[config.mk]
export PLATFORM = sky130hd
export DESIGN_NAME = display_frame_fetch_dma
export DESIGN_NICKNAME = d
export VERILOG_FILES = /design/src/shared/frame_fetch_pkg.sv /design/src/design/display_frame_fetch_dma.sv /design/src/design/pixel_fifo_mem.sv
export SDC_FILE = /design/constraint.sdc
export NUM_CORES = 2
export LEC_CHECK = 0
export BUFFER_PORTS_ARGS = -buffer_cell sky130_fd_sc_hd__buf_2
export CORE_AREA = 4 4 397 399
export CTS_CLUSTER_DIAMETER = 200
export DETAILED_ROUTE_END_ITERATION = 12
export DIE_AREA = 0 0 401 403
export MAX_ROUTING_LAYER = met4
export PLACE_DENSITY = 0.81
export SLEW_MARGIN = 0
export SYNTH_ARGS = -nofsm -noshare
export SYNTH_HDL_FRONTEND = slang
export SYNTH_SLANG_ARGS = --single-unit
[constraint.sdc]
create_clock -name clk_i -period 16.8 [get_ports clk_i]
set_input_delay 2.52 -clock clk_i [delete_from_list [all_inputs] [get_ports clk_i]]
set_output_delay 2.52 -clock clk_i [all_outputs]
set_load 0.02 [all_outputs]
[src/shared/frame_fetch_pkg.sv]
// Constants, register map and state encodings of the frame fetch engine.
// Assumes a single 25 MHz system clock and an APB register port.
package frame_fetch_pkg;

    ////////////////////////////////////////////////////////////////////////////
    // Bus widths.
    localparam int unsigned APB_AW = 12;
    localparam int unsigned DW = 32;
    localparam int unsigned PIX_W = 24;
    localparam int unsigned LEN_W = 5;

    ////////////////////////////////////////////////////////////////////////////
    // Register byte offsets.
    localparam logic [APB_AW-1:0] OFF_CTRL = 12'h000;
    localparam logic [APB_AW-1:0] OFF_CFG = 12'h004;
    localparam logic [APB_AW-1:0] OFF_START = 12'h008;
    localparam logic [APB_AW-1:0] OFF_STAT = 12'h00c;
    localparam logic [APB_AW-1:0] OFF_MASK = 12'h010;

    // Control register bits.
    localparam int unsigned CTRL_W = 3;
    localparam int unsigned CTRL_POWER = 0;
    localparam int unsigned CTRL_FETCH = 1;
    localparam int unsigned CTRL_PACK24 = 2;
    localparam logic [CTRL_W-1:0] CTRL_RESET = 3'h0;

    // Frame fetch config register fields.
    localparam int unsigned CFG_BURST_LSB = 0;
    localparam int unsigned CFG_BURST_W = 4;
    localparam int unsigned CFG_LEN_LSB = 16;
    localparam int unsigned CFG_LEN_W = 16;
    localparam logic [DW-1:0] CFG_RESET = 32'h0000_000f;
    localparam logic [DW-1:0] START_RESET = 32'h0000_0000;

    // Status and mask layout; busy is read-only and not maskable.
    localparam int unsigned EV_W = 2;
    localparam int unsigned STAT_UNDER = 0;
    localparam int unsigned STAT_DONE = 1;
    localparam int unsigned STAT_BUSY = 2;
    localparam logic [EV_W-1:0] EV_RESET = 2'h0;

    ////////////////////////////////////////////////////////////////////////////
    // Memory region that no burst may cross, and word addressing.
    localparam int unsigned REGION_BYTES = 1024;
    localparam int unsigned REGION_AW = $clog2(REGION_BYTES);
    localparam int unsigned WORD_AW = 2;
    localparam logic [REGION_AW-WORD_AW:0] REGION_WORDS = 9'h100;
    localparam logic [DW-1:0] WORD_BYTES = 32'h0000_0004;

    // Pixel FIFO.
    localparam int unsigned FIFO_AW = 6;
    localparam logic [FIFO_AW:0] FIFO_DEPTH = 7'h40;

    // Unpacking accumulator, counted in bytes.
    localparam int unsigned ACC_W = 64;
    localparam int unsigned CNT_W = 4;
    localparam logic [CNT_W-1:0] BYTES_PIX24 = 4'h3;
    localparam logic [CNT_W-1:0] BYTES_WORD = 4'h4;

    typedef enum logic [2:0] {
        ST_IDLE = 3'b001,
        ST_REQ = 3'b010,
        ST_DATA = 3'b100
    } fetch_state_t;

endpackage : frame_fetch_pkg

[src/design/display_frame_fetch_dma.sv]
// Frame-buffer fetch engine: APB registers, burst reader, pixel FIFO, unpacker.
// Assumes memory, display and APB all run on clk_i.
//
// Contract
// - After underflow both fetch pointers and FIFO pointers get reinitialised; the code reloads them only on fetch disable, frame end and power off.
// - Power off then on returns FIFO read and write pointers to zero.
// - Fetch disable then enable restarts fetching at the programmed start address.
// - No read burst crosses an aligned 1-Kbyte region.
// - Burst length in words is the burst field value plus one.
// - Packed mode takes 24-bit pixels contiguously across 32-bit words.
//
// Our own choices: register access over APB and the register addresses.
`timescale 1ns/100ps
`default_nettype none

module display_frame_fetch_dma (
    // Clock and reset.
    input wire logic clk_i,
    input wire logic rst_b_i,
    // APB slave.
    input wire logic [frame_fetch_pkg::APB_AW-1:0] paddr_i,
    input wire logic psel_i,
    input wire logic penable_i,
    input wire logic pwrite_i,
    input wire logic [frame_fetch_pkg::DW-1:0] pwdata_i,
    output logic [frame_fetch_pkg::DW-1:0] prdata_o,
    output logic pready_o,
    output logic pslverr_o,
    // Memory read port.
    output logic mem_req_o,
    output logic [frame_fetch_pkg::DW-1:0] mem_addr_o,
    output logic [frame_fetch_pkg::LEN_W-1:0] mem_len_o,
    input wire logic mem_gnt_i,
    input wire logic mem_rvalid_i,
    input wire logic [frame_fetch_pkg::DW-1:0] mem_rdata_i,
    // Display pixel port.
    input wire logic pix_req_i,
    output logic pix_valid_o,
    output logic [frame_fetch_pkg::PIX_W-1:0] pix_data_o,
    // Interrupt.
    output logic irq_o
);
    import frame_fetch_pkg::*;

    ////////////////////////////////////////////////////////////////////////////
    // Registers.
    logic [CTRL_W-1:0] ctrl_q, ctrl_d;
    logic [DW-1:0] cfg_q, cfg_d;
    logic [DW-1:0] start_q, start_d;
    logic [EV_W-1:0] stat_q, stat_d;
    logic [EV_W-1:0] mask_q, mask_d;
    logic [DW-1:0] prdata_q, prdata_d;
    logic wr_en, hit, busy, power, fetch_en, pack24;
    logic ev_under, ev_done;

    assign power = ctrl_q[CTRL_POWER];
    assign fetch_en = ctrl_q[CTRL_FETCH];
    assign pack24 = ctrl_q[CTRL_PACK24];
    assign hit = (paddr_i == OFF_CTRL) || (paddr_i == OFF_CFG) || (paddr_i == OFF_START)
              || (paddr_i == OFF_STAT) || (paddr_i == OFF_MASK);
    assign wr_en = psel_i && penable_i && pwrite_i && hit;
    assign pready_o = 1'b1;
    assign pslverr_o = psel_i && penable_i && !hit;
    assign prdata_o = prdata_q;
    assign irq_o = |(stat_q & mask_q);

    always_comb
    begin
        ctrl_d = ctrl_q;
        cfg_d = cfg_q;
        start_d = start_q;
        mask_d = mask_q;
        stat_d = stat_q;
        prdata_d = prdata_q;
        if (wr_en)
        begin
            unique case (paddr_i)
                OFF_CTRL: ctrl_d = pwdata_i[CTRL_W-1:0];
                OFF_CFG: cfg_d = pwdata_i;
                OFF_START: start_d = pwdata_i;
                OFF_MASK: mask_d = pwdata_i[EV_W-1:0];
                OFF_STAT: stat_d = stat_q & ~pwdata_i[EV_W-1:0];
                default: ;
            endcase
        end
        // Set wins over a clear in the same cycle.
        if (ev_under)
        begin
            stat_d[STAT_UNDER] = 1'b1;
        end
        if (ev_done)
        begin
            stat_d[STAT_DONE] = 1'b1;
        end
        // Read data is captured in the setup cycle and shown in the access phase.
        if (psel_i && !penable_i)
        begin
            prdata_d = '0;
            unique case (paddr_i)
                OFF_CTRL: prdata_d[CTRL_W-1:0] = ctrl_q;
                OFF_CFG: prdata_d = cfg_q;
                OFF_START: prdata_d = start_q;
                OFF_MASK: prdata_d[EV_W-1:0] = mask_q;
                OFF_STAT: prdata_d[STAT_BUSY:0] = {busy, stat_q};
                default: ;
            endcase
        end
    end

    always_ff @(posedge clk_i)
    begin
        if (!rst_b_i)
        begin
            ctrl_q <= CTRL_RESET;
            cfg_q <= CFG_RESET;
            start_q <= START_RESET;
            stat_q <= EV_RESET;
            mask_q <= EV_RESET;
            prdata_q <= '0;
        end
        else
        begin
            ctrl_q <= ctrl_d;
            cfg_q <= cfg_d;
            start_q <= start_d;
            stat_q <= stat_d;
            mask_q <= mask_d;
            prdata_q <= prdata_d;
        end
    end

    ////////////////////////////////////////////////////////////////////////////
    // Burst fetcher.
    fetch_state_t state_q, state_d;
    logic [DW-1:0] addr_q, addr_d;
    logic [CFG_LEN_W-1:0] left_q, left_d;
    logic [LEN_W-1:0] beat_q, beat_d;
    logic [CFG_LEN_W-1:0] burst_len, bound_len, blen;
    logic [FIFO_AW:0] wptr_q, wptr_d, rptr_q, rptr_d, level, free;
    logic fifo_we;

    assign busy = (state_q != ST_IDLE);
    assign level = wptr_q - rptr_q;
    assign free = FIFO_DEPTH - level;
    assign burst_len = CFG_LEN_W'(cfg_q[CFG_BURST_LSB +: CFG_BURST_W]) + 1'b1;
    assign bound_len = CFG_LEN_W'(REGION_WORDS - addr_q[REGION_AW-1:WORD_AW]);
    assign mem_req_o = (state_q == ST_REQ);
    assign mem_addr_o = addr_q;
    assign mem_len_o = beat_q;
    assign fifo_we = (state_q == ST_DATA) && mem_rvalid_i && power;

    always_comb
    begin
        state_d = state_q;
        addr_d = addr_q;
        left_d = left_q;
        beat_d = beat_q;
        ev_done = 1'b0;
        blen = burst_len;
        // Each burst ends at the burst length, the region edge or the frame end, whichever is first.
        if (bound_len < blen)
        begin
            blen = bound_len;
        end
        if (left_q < blen)
        begin
            blen = left_q;
        end
        unique case (state_q)
            ST_IDLE:
            begin
                if (!fetch_en)
                begin
                    addr_d = start_q;
                    left_d = cfg_q[CFG_LEN_LSB +: CFG_LEN_W];
                end
                else if (left_q == '0)
                begin
                    addr_d = start_q;
                    left_d = cfg_q[CFG_LEN_LSB +: CFG_LEN_W];
                    ev_done = 1'b1;
                end
                else if (power && (CFG_LEN_W'(free) >= blen))
                begin
                    beat_d = blen[LEN_W-1:0];
                    state_d = ST_REQ;
                end
            end
            ST_REQ:
            begin
                if (mem_gnt_i)
                begin
                    state_d = ST_DATA;
                end
            end
            ST_DATA:
            begin
                // A started burst always completes; busy covers it.
                if (mem_rvalid_i)
                begin
                    addr_d = addr_q + WORD_BYTES;
                    left_d = left_q - 1'b1;
                    beat_d = beat_q - 1'b1;
                    if (beat_q == LEN_W'(1))
                    begin
                        state_d = ST_IDLE;
                    end
                end
            end
        endcase
    end

    always_ff @(posedge clk_i)
    begin
        if (!rst_b_i)
        begin
            state_q <= ST_IDLE;
            addr_q <= START_RESET;
            left_q <= '0;
            beat_q <= '0;
        end
        else
        begin
            state_q <= state_d;
            addr_q <= addr_d;
            left_q <= left_d;
            beat_q <= beat_d;
        end
    end

    ////////////////////////////////////////////////////////////////////////////
    // Pixel FIFO and unpacker. Power off holds every pointer at zero.
    logic [ACC_W-1:0] acc_q, acc_d;
    logic [CNT_W-1:0] cnt_q, cnt_d, need;
    logic pend_q, pend_d, fifo_re, take;
    logic pix_valid_q, pix_valid_d;
    logic [PIX_W-1:0] pix_data_q, pix_data_d;
    logic [DW-1:0] fifo_rdata;

    assign need = pack24 ? BYTES_PIX24 : BYTES_WORD;
    assign fifo_re = power && (level != '0) && !pend_q && (cnt_q <= BYTES_WORD);
    assign take = power && pix_req_i && (cnt_q >= need);
    // Any request that goes unserved counts as an underflow, and that includes power off,
    // where the pointers are held at zero and the FIFO is empty by definition.
    assign ev_under = pix_req_i && !take;
    assign pix_valid_o = pix_valid_q;
    assign pix_data_o = pix_data_q;

    always_comb
    begin
        wptr_d = wptr_q;
        rptr_d = rptr_q;
        acc_d = acc_q;
        cnt_d = cnt_q;
        pend_d = fifo_re;
        pix_valid_d = take;
        pix_data_d = pix_data_q;
        if (fifo_we)
        begin
            wptr_d = wptr_q + 1'b1;
        end
        if (fifo_re)
        begin
            rptr_d = rptr_q + 1'b1;
        end
        // Packed pixels straddle words, so bytes left over wait for the next word.
        if (take)
        begin
            pix_data_d = acc_q[PIX_W-1:0];
            acc_d = acc_q >> {need, 3'b000};
            cnt_d = cnt_q - need;
        end
        if (pend_q)
        begin
            acc_d = acc_d | ({{(ACC_W-DW){1'b0}}, fifo_rdata} << {cnt_d, 3'b000});
            cnt_d = cnt_d + BYTES_WORD;
        end
        if (!power)
        begin
            wptr_d = '0;
            rptr_d = '0;
            acc_d = '0;
            cnt_d = '0;
            pend_d = 1'b0;
        end
    end

    always_ff @(posedge clk_i)
    begin
        if (!rst_b_i)
        begin
            wptr_q <= '0;
            rptr_q <= '0;
            acc_q <= '0;
            cnt_q <= '0;
            pend_q <= 1'b0;
            pix_valid_q <= 1'b0;
            pix_data_q <= '0;
        end
        else
        begin
            wptr_q <= wptr_d;
            rptr_q <= rptr_d;
            acc_q <= acc_d;
            cnt_q <= cnt_d;
            pend_q <= pend_d;
            pix_valid_q <= pix_valid_d;
            pix_data_q <= pix_data_d;
        end
    end

    pixel_fifo_mem #(
        .AW(FIFO_AW),
        .DW(DW)
    ) u_fifo_mem (
        .clk_i(clk_i),
        .we_i(fifo_we),
        .waddr_i(wptr_q[FIFO_AW-1:0]),
        .wdata_i(mem_rdata_i),
        .re_i(fifo_re),
        .raddr_i(rptr_q[FIFO_AW-1:0]),
        .rdata_o(fifo_rdata)
    );

endmodule : display_frame_fetch_dma

`default_nettype wire

[src/design/pixel_fifo_mem.sv]
// Simple dual-port storage of the pixel FIFO with registered read data.
// Assumes the caller keeps pointers and never writes a full array.
`timescale 1ns/100ps
`default_nettype none

module pixel_fifo_mem #(
    parameter int unsigned AW = 6,
    parameter int unsigned DW = 32
) (
    // Clock.
    input wire logic clk_i,
    // Write port.
    input wire logic we_i,
    input wire logic [AW-1:0] waddr_i,
    input wire logic [DW-1:0] wdata_i,
    // Read port.
    input wire logic re_i,
    input wire logic [AW-1:0] raddr_i,
    output logic [DW-1:0] rdata_o
);

    logic [DW-1:0] mem_q [0:(1<<AW)-1];
    logic [DW-1:0] rdata_q;

    always_ff @(posedge clk_i)
    begin
        if (we_i)
        begin
            mem_q[waddr_i] <= wdata_i;
        end
        if (re_i)
        begin
            rdata_q <= mem_q[raddr_i];
        end
    end

    assign rdata_o = rdata_q;

endmodule : pixel_fifo_mem

`default_nettype wire

# == Yosys cells after proc, flatten, opt, wreduce, memory -nomap -nowiden ==
# Memory sizes are Yosys's and may differ from the RTL's. A register that Yosys moved wholly into a read port is not among the register bits.
# Index checks and enable logic that the tools add are counted.
# word_totals
latch_bits,0
ramBits,2048
rom_bits,0
reg_bits,267
n_memories,1
# memory_table
memory,depth,word_bits,rd,rd_ports_with_merged_regs,write_ports,line_no,text
u_fifo_mem.mem_q,64,32,1,1,1,pixel_fifo_mem.sv:22,logic [DW-1:0] mem_q [0:(1<<AW)-1];
# classes
n_mul,0
n_mux,39
n_reduce_logical,41
shift,2
n_lt_le_gt_ge,5
addsub,11
n_div,0
n_eq_ne,16
bitwise,4
# op_table
op,count
two-way mux 64 bit,2
two-way mux 32 bit,3
two-way mux 16 bit,5
OR 64 bit,1
one-hot mux 32 bit (2 select lines),1
<< shifter 32 x 7 -> 64 bit,1
>> shifter 64 x 6 -> 64 bit,1
one-hot mux 29 bit (2 select lines),1
adder 32 x 3 -> 32 bit (second input constant),1
one-hot mux 16 bit (2 select lines),1
== test 12 x 4 -> 1 bit (second input constant),2
two-way mux 3 bit,7
two-way mux 5 bit,4
>= comparator 7 x 16 -> 1 bit,1
zero test 16 bit,1
< comparator 16 bit,1
< comparator 16 x 5 -> 1 bit,1
subtractor 16 x 1 -> 16 bit (second input constant),1
adder 7 x 1 -> 7 bit (second input constant),2
logical AND 1 bit,14
AND reduction 2 bit,7
== test 12 x 3 -> 1 bit (second input constant),1
== test 12 x 5 -> 1 bit (second input constant),1
zero test 12 bit,1
34 further kinds,57

# == Longest topological paths before layout ==
# logic_depth
ltp_word,11
depth_mapped,31
ltp_nobuf,29

# == By module ==
# A second synthesis with hierarchy kept.
# unflattened
hier_cells,5076
hier_area_um2,92505.0
# by_module_without_submodules
mod,cells_each,area_per_inst_um2,instances
pixel_fifo_mem,3324,78835.6,1
display_frame_fetch_dma,1752,13669.4,1

# == Worst setup path before layout ==
# OpenSTA, ideal clock, no wires.
# synth_path
kind,in2out
start,in paddr_i[2] (netlist name)
end,out pslverr_o
path_stages,5
n_path_buf,1
path_slack_ns,10.750
arrival_ns,3.530
cell_sequence,clkbuf_1 -> nor2_1 -> nand2_1 -> nor2_1 -> nor3_1
# synth_between
elab_chain_len,7
word_cells_on_any_way,11
# synth_lines
element,line_no,text
start: declaration,display_frame_fetch_dma.sv:21,"input wire logic [frame_fetch_pkg::APB_AW-1:0] paddr_i,"
== test 12 x 3 -> 1 bit or zero test 12 bit (tied branches),display_frame_fetch_dma.sv:59,assign hit = (paddr_i == OFF_CTRL) || (paddr_i == OFF_CFG) || (paddr_i == OFF_START)
logical OR 1 bit (2 in a row),display_frame_fetch_dma.sv:59,
logical OR 1 bit,display_frame_fetch_dma.sv:60,|| (paddr_i == OFF_STAT) || (paddr_i == OFF_MASK);
logical OR 1 bit *,display_frame_fetch_dma.sv:60,
zero test 1 bit *,display_frame_fetch_dma.sv:63,assign pslverr_o = psel_i && penable_i && !hit;
logical AND 1 bit *,display_frame_fetch_dma.sv:63,
end: declaration,display_frame_fetch_dma.sv:28,"output logic pslverr_o,"
# Mark *: on every way between the ends. The rest lies on a longest branch, timed or not.

# == Worst setup path in the final report ==
# layout_path
start,reg addr_q[2] (netlist: mem_addr_o[2])
end,reg beat_q[0] (netlist: mem_len_o[0])
# layout_between
elab_chain_len,9
word_cells_on_any_way,13
# layout_lines
element,line_no,text
start: declaration,display_frame_fetch_dma.sv:135,"logic [DW-1:0] addr_q, addr_d;"
start signal: assignment,display_frame_fetch_dma.sv:225,addr_q <= addr_d;
subtractor 9 x 8 -> 10 bit *,display_frame_fetch_dma.sv:146,assign bound_len = CFG_LEN_W'(REGION_WORDS - addr_q[REGION_AW-1:WORD_AW]);
< comparator 16 x 5 -> 1 bit,display_frame_fetch_dma.sv:161,if (bound_len < blen)
two-way mux 16 bit *,display_frame_fetch_dma.sv:161,
< comparator 16 bit,display_frame_fetch_dma.sv:165,if (left_q < blen)
two-way mux 16 bit *,display_frame_fetch_dma.sv:165,
>= comparator 7 x 16 -> 1 bit or two-way mux 5 bit (tied branches),display_frame_fetch_dma.sv:183,else if (power && (CFG_LEN_W'(free) >= blen))
logical AND 1 bit or two-way mux 5 bit (tied branches),"display_frame_fetch_dma.sv:183, display_frame_fetch_dma.sv:177",
inequality test 2 bit (no line) or two-way mux 5 bit (tied branches),-,
AND reduction 5 bit (no line) or one-hot mux 5 bit (2 select lines) (tied branches),-,
end signal: assignment,display_frame_fetch_dma.sv:227,beat_q <= beat_d;
end: declaration,display_frame_fetch_dma.sv:137,"logic [LEN_W-1:0] beat_q, beat_d;"
# Mark *: on every way between the ends. The rest lies on a longest branch, timed or not. The select of a mux whose other input is x is not followed.
# A chain may end at the register's enable or synchronous reset.

==> metrics <==
vias in the first global route 51026; Vias/cell 7.179; Leak 31.79 nW; post-synth design cell area 92090 um^2; first-pass GRT wire length 380100 um; Clock Latency Late Sink 880 ps; Mean Syn Cell Area 19.53 um^2; Critical Path AT 7280 ps; setup violators final 0; post-synth top area cell edfxtp_1; crit-path leading delay family compound AO/OA/AOI/OAI gates; P_sw 0.002375 W; kind of critical path reg -> reg; area grow syn2layout 12.10%; Sequential Power Share 54.8%; Max-cap violations 0; Routed WL 264600 um; outcome complete, no violations; busiest grt layer met2; DR vias 51606; Critical Path Source Type register; synth cell count leaders 2080 x edfxtp_1, 675 x mux4_2, 282 x nand2_1; Overflow after GRT 0; Achievable Freq 0.1530 GHz; die extent in y 403 um; Slew @ Worst Pin 1363 ps; met3 Use GR 8.124%; final antenna-violating net count 0; Simple-Gate Fraction of Synth Area 3.648%; CTS clk-pin slew, worst paths 60 ps; Post-DP HPWL 128700 um; synth top area cells edfxtp_1 68%, mux4_2 17%, dfxtp_1 5.8%, nand2_1 1.1%, a21oi_1 1.1%; switching power share of the total 20.52%; flops & latches, synth 2347; Compound-Gate Fraction of Synth Area 3.315%; Comb power frac 1.1%; cts bufs inserted 219; layout cells sized above 1 27.27%; Synth Flop Type edfxtp_1; final-report hold violation count 0; EDFF count, synth 2080; initial antenna violation count 30; Boundary Pins 182; Post-CTS Hold Fix Bufs 0; most common cell in the netlist edfxtp_1; Setup Fix Bufs, Post-CTS 0; CTS max path bufs 3; Power Density 112.1 nW/um^2; TNS Setup 0 ps; TritonCTS Sinks 2347; unrepaired setup endpoints after global routing false; Pre-antenna DRT Iters 7; Worst EP required 17550 ps; Final nets 5061; Initial Util 59.85%; grt met1 use 42.79%; DRC 0; overall routing resource usage 33.97%; Std-Cell Rows 144; clock share of power 44.1%; Async SR Flop Fraction 0%; met2 Track Usage GR 52.78%; Crit path buffers/inverters 2; largest family of logic cells by synthesized area multiplexers; sequential-to-total area share from yosys stat 73.63%; multiplexer area fraction after synthesis 17.34%; root buffer cell clkbuf_16; fin crit period 6534 ps; synth unique cells 74; Synth Area in XOR/XNOR 0.1997%; Synth warnings 0; gpl congestion 0.8938; Peak VDD IR 0.1151 mV; I/O Buffers 180; largest net degree at the start of global routing 116; H-tree depth 4; Post-Syn Instances 4715; Slew HR 9.144%; Slowest-stage cell, CP dfxtp_1; total die area 161600 um^2; max incr delay on CP 570 ps; hold crit path type reg -> reg; Slew Viols, Final 0; dpl cells 6763; post-synth top area share 67.83%; worst clock skew 55.42 ps; Routed WL per cell 36.81 um; CP Capture Type register; # resized after CTS 0; DRT iter0 DRCs 8773; critical path's most frequent cell ha_1; Core ar. 153900 um^2; worst-path maximum fanout 12; fin crit share 38.89%; chip width 401 um; CTS tree yes; Pint 0.009199 W; final non-filler cell total 7188; Post-Synth Adder-Cell Area 0.5190%
-- final timing paths --
check | from | end | slack, ps | cells past startpoint
worst max-delay path | mem_addr_o[2]$_SDFFE_PN0P_ | mem_len_o[0]$_SDFFE_PN0P_ | 10270 | 25
worst min-delay path | acc_q[17]$_SDFF_PN0_ | pix_data_o[17]$_SDFFE_PN0P_ | 420 | 2
worst max register to register | mem_addr_o[2]$_SDFFE_PN0P_ | mem_len_o[0]$_SDFFE_PN0P_ | 10270 | 25
worst min register to register | acc_q[17]$_SDFF_PN0_ | pix_data_o[17]$_SDFFE_PN0P_ | 420 | 2
-- cells in the final DEF, fill, tap and decap left out, drive strengths merged, types with 49 or more instances in the layout --
| cell | n |
|---|---|
| buf | 289 |
| nand2 | 282 |
| clkbuf | 263 |
| a221oi | 49 |
| nor2 | 260 |
| clkinv | 96 |
| mux2i | 74 |
| nor3 | 59 |
| o21ai | 70 |
| a21oi | 198 |
| dfxtp | 267 |
| mux4 | 675 |
| edfxtp | 2080 |
-- worst min-delay path: stages, from the launching register on --
cell and delay [ps]:
dfxtp_1 310, nand2_1 50, a21oi_1 50
-- area by class of cell --
type | count | area, um^2
Antenna cell | 22 | 55.05
Clock buffer | 263 | 5728
Clock inverter | 140 | 1545
Fill cell | 9066 | 50630
Inverter | 37 | 148.9
Multi-Input combinational cell | 2046 | 23610
Sequential cell | 2347 | 67820
Tap cell | 2044 | 2557
Timing Repair Buffer | 289 | 1769
-- routing by layer --
layer	share of wire, %	vias to the layer above	wire [um]
li1	-	19789	-
met1	33	26253	88410
met2	48	4624	128300
met3	12	940	32190
met4	5.9	0	15710
met5	0	-	0
-- state kept, by name (all words and copies together) (netlist names) --
| register | cells |
|---|---|
| acc_q | 64 |
| cfg_q | 32 |
| cnt_q | 4 |
| ctrl_q | 3 |
| left_q | 16 |
| mask_q | 2 |
| mem_addr_o | 32 |
| mem_len_o | 5 |
| pend_q | 1 |
| pix_data_o | 24 |
| pix_valid_o | 1 |
| prdata_o | 32 |
| rptr_q | 7 |
| start_q | 32 |
| stat_q | 2 |
| state_q | 3 |
| u_fifo_mem.mem_q | 2048 |
| u_fifo_mem.rdata_o | 32 |
| wptr_q | 7 |
-- metrics by stage --
stage               hold WS, ps  instance area [um^2]  setup slack, ps  util (%)  total power, W
finish                    423.6                103200            10270     67.09         0.01157
floorplan                 432.0                 92100            10750         -        0.006495
CTS                       415.8                103200            10300     67.06         0.01160
global placement          440.2                 95910            10390     62.33        0.006585
global route              434.0                103200             9687     67.08         0.01188
detailed placement        446.7                 95910            10300     62.33        0.006595
-- kinds of logic (layout without fill, tap and decap cells) --
group / Yosys count / after routing
other: 1 / 26
and+or+nand+nor: 764 / 764
muxes: 751 / 751
AOI/OAI and AO/OA: 469 / 469
adders and majority gates: 37 / 37
buffers and inverters: 325 / 729
xor gates and xnor gates: 21 / 21
DFF: 2347 / 2347
-- power by group through the flow --
| stage | clock, W | combinational [W] | sequential (W) |
|---|---|---|---|
| 4_1_cts | 0.00513 | 0.000125 | 0.00635 |
| 3_3_place_gp | 0 | 0.000113 | 0.00647 |
| 3_5_place_dp | 0 | 0.000122 | 0.00647 |
| 6_report | 0.00510 | 0.000126 | 0.00635 |
| 5_1_grt | 0.00540 | 0.000136 | 0.00634 |
| 2_1_floorplan | 0 | 0.0000183 | 0.00648 |
No activity file was read; power rests on OpenSTA's default activity.
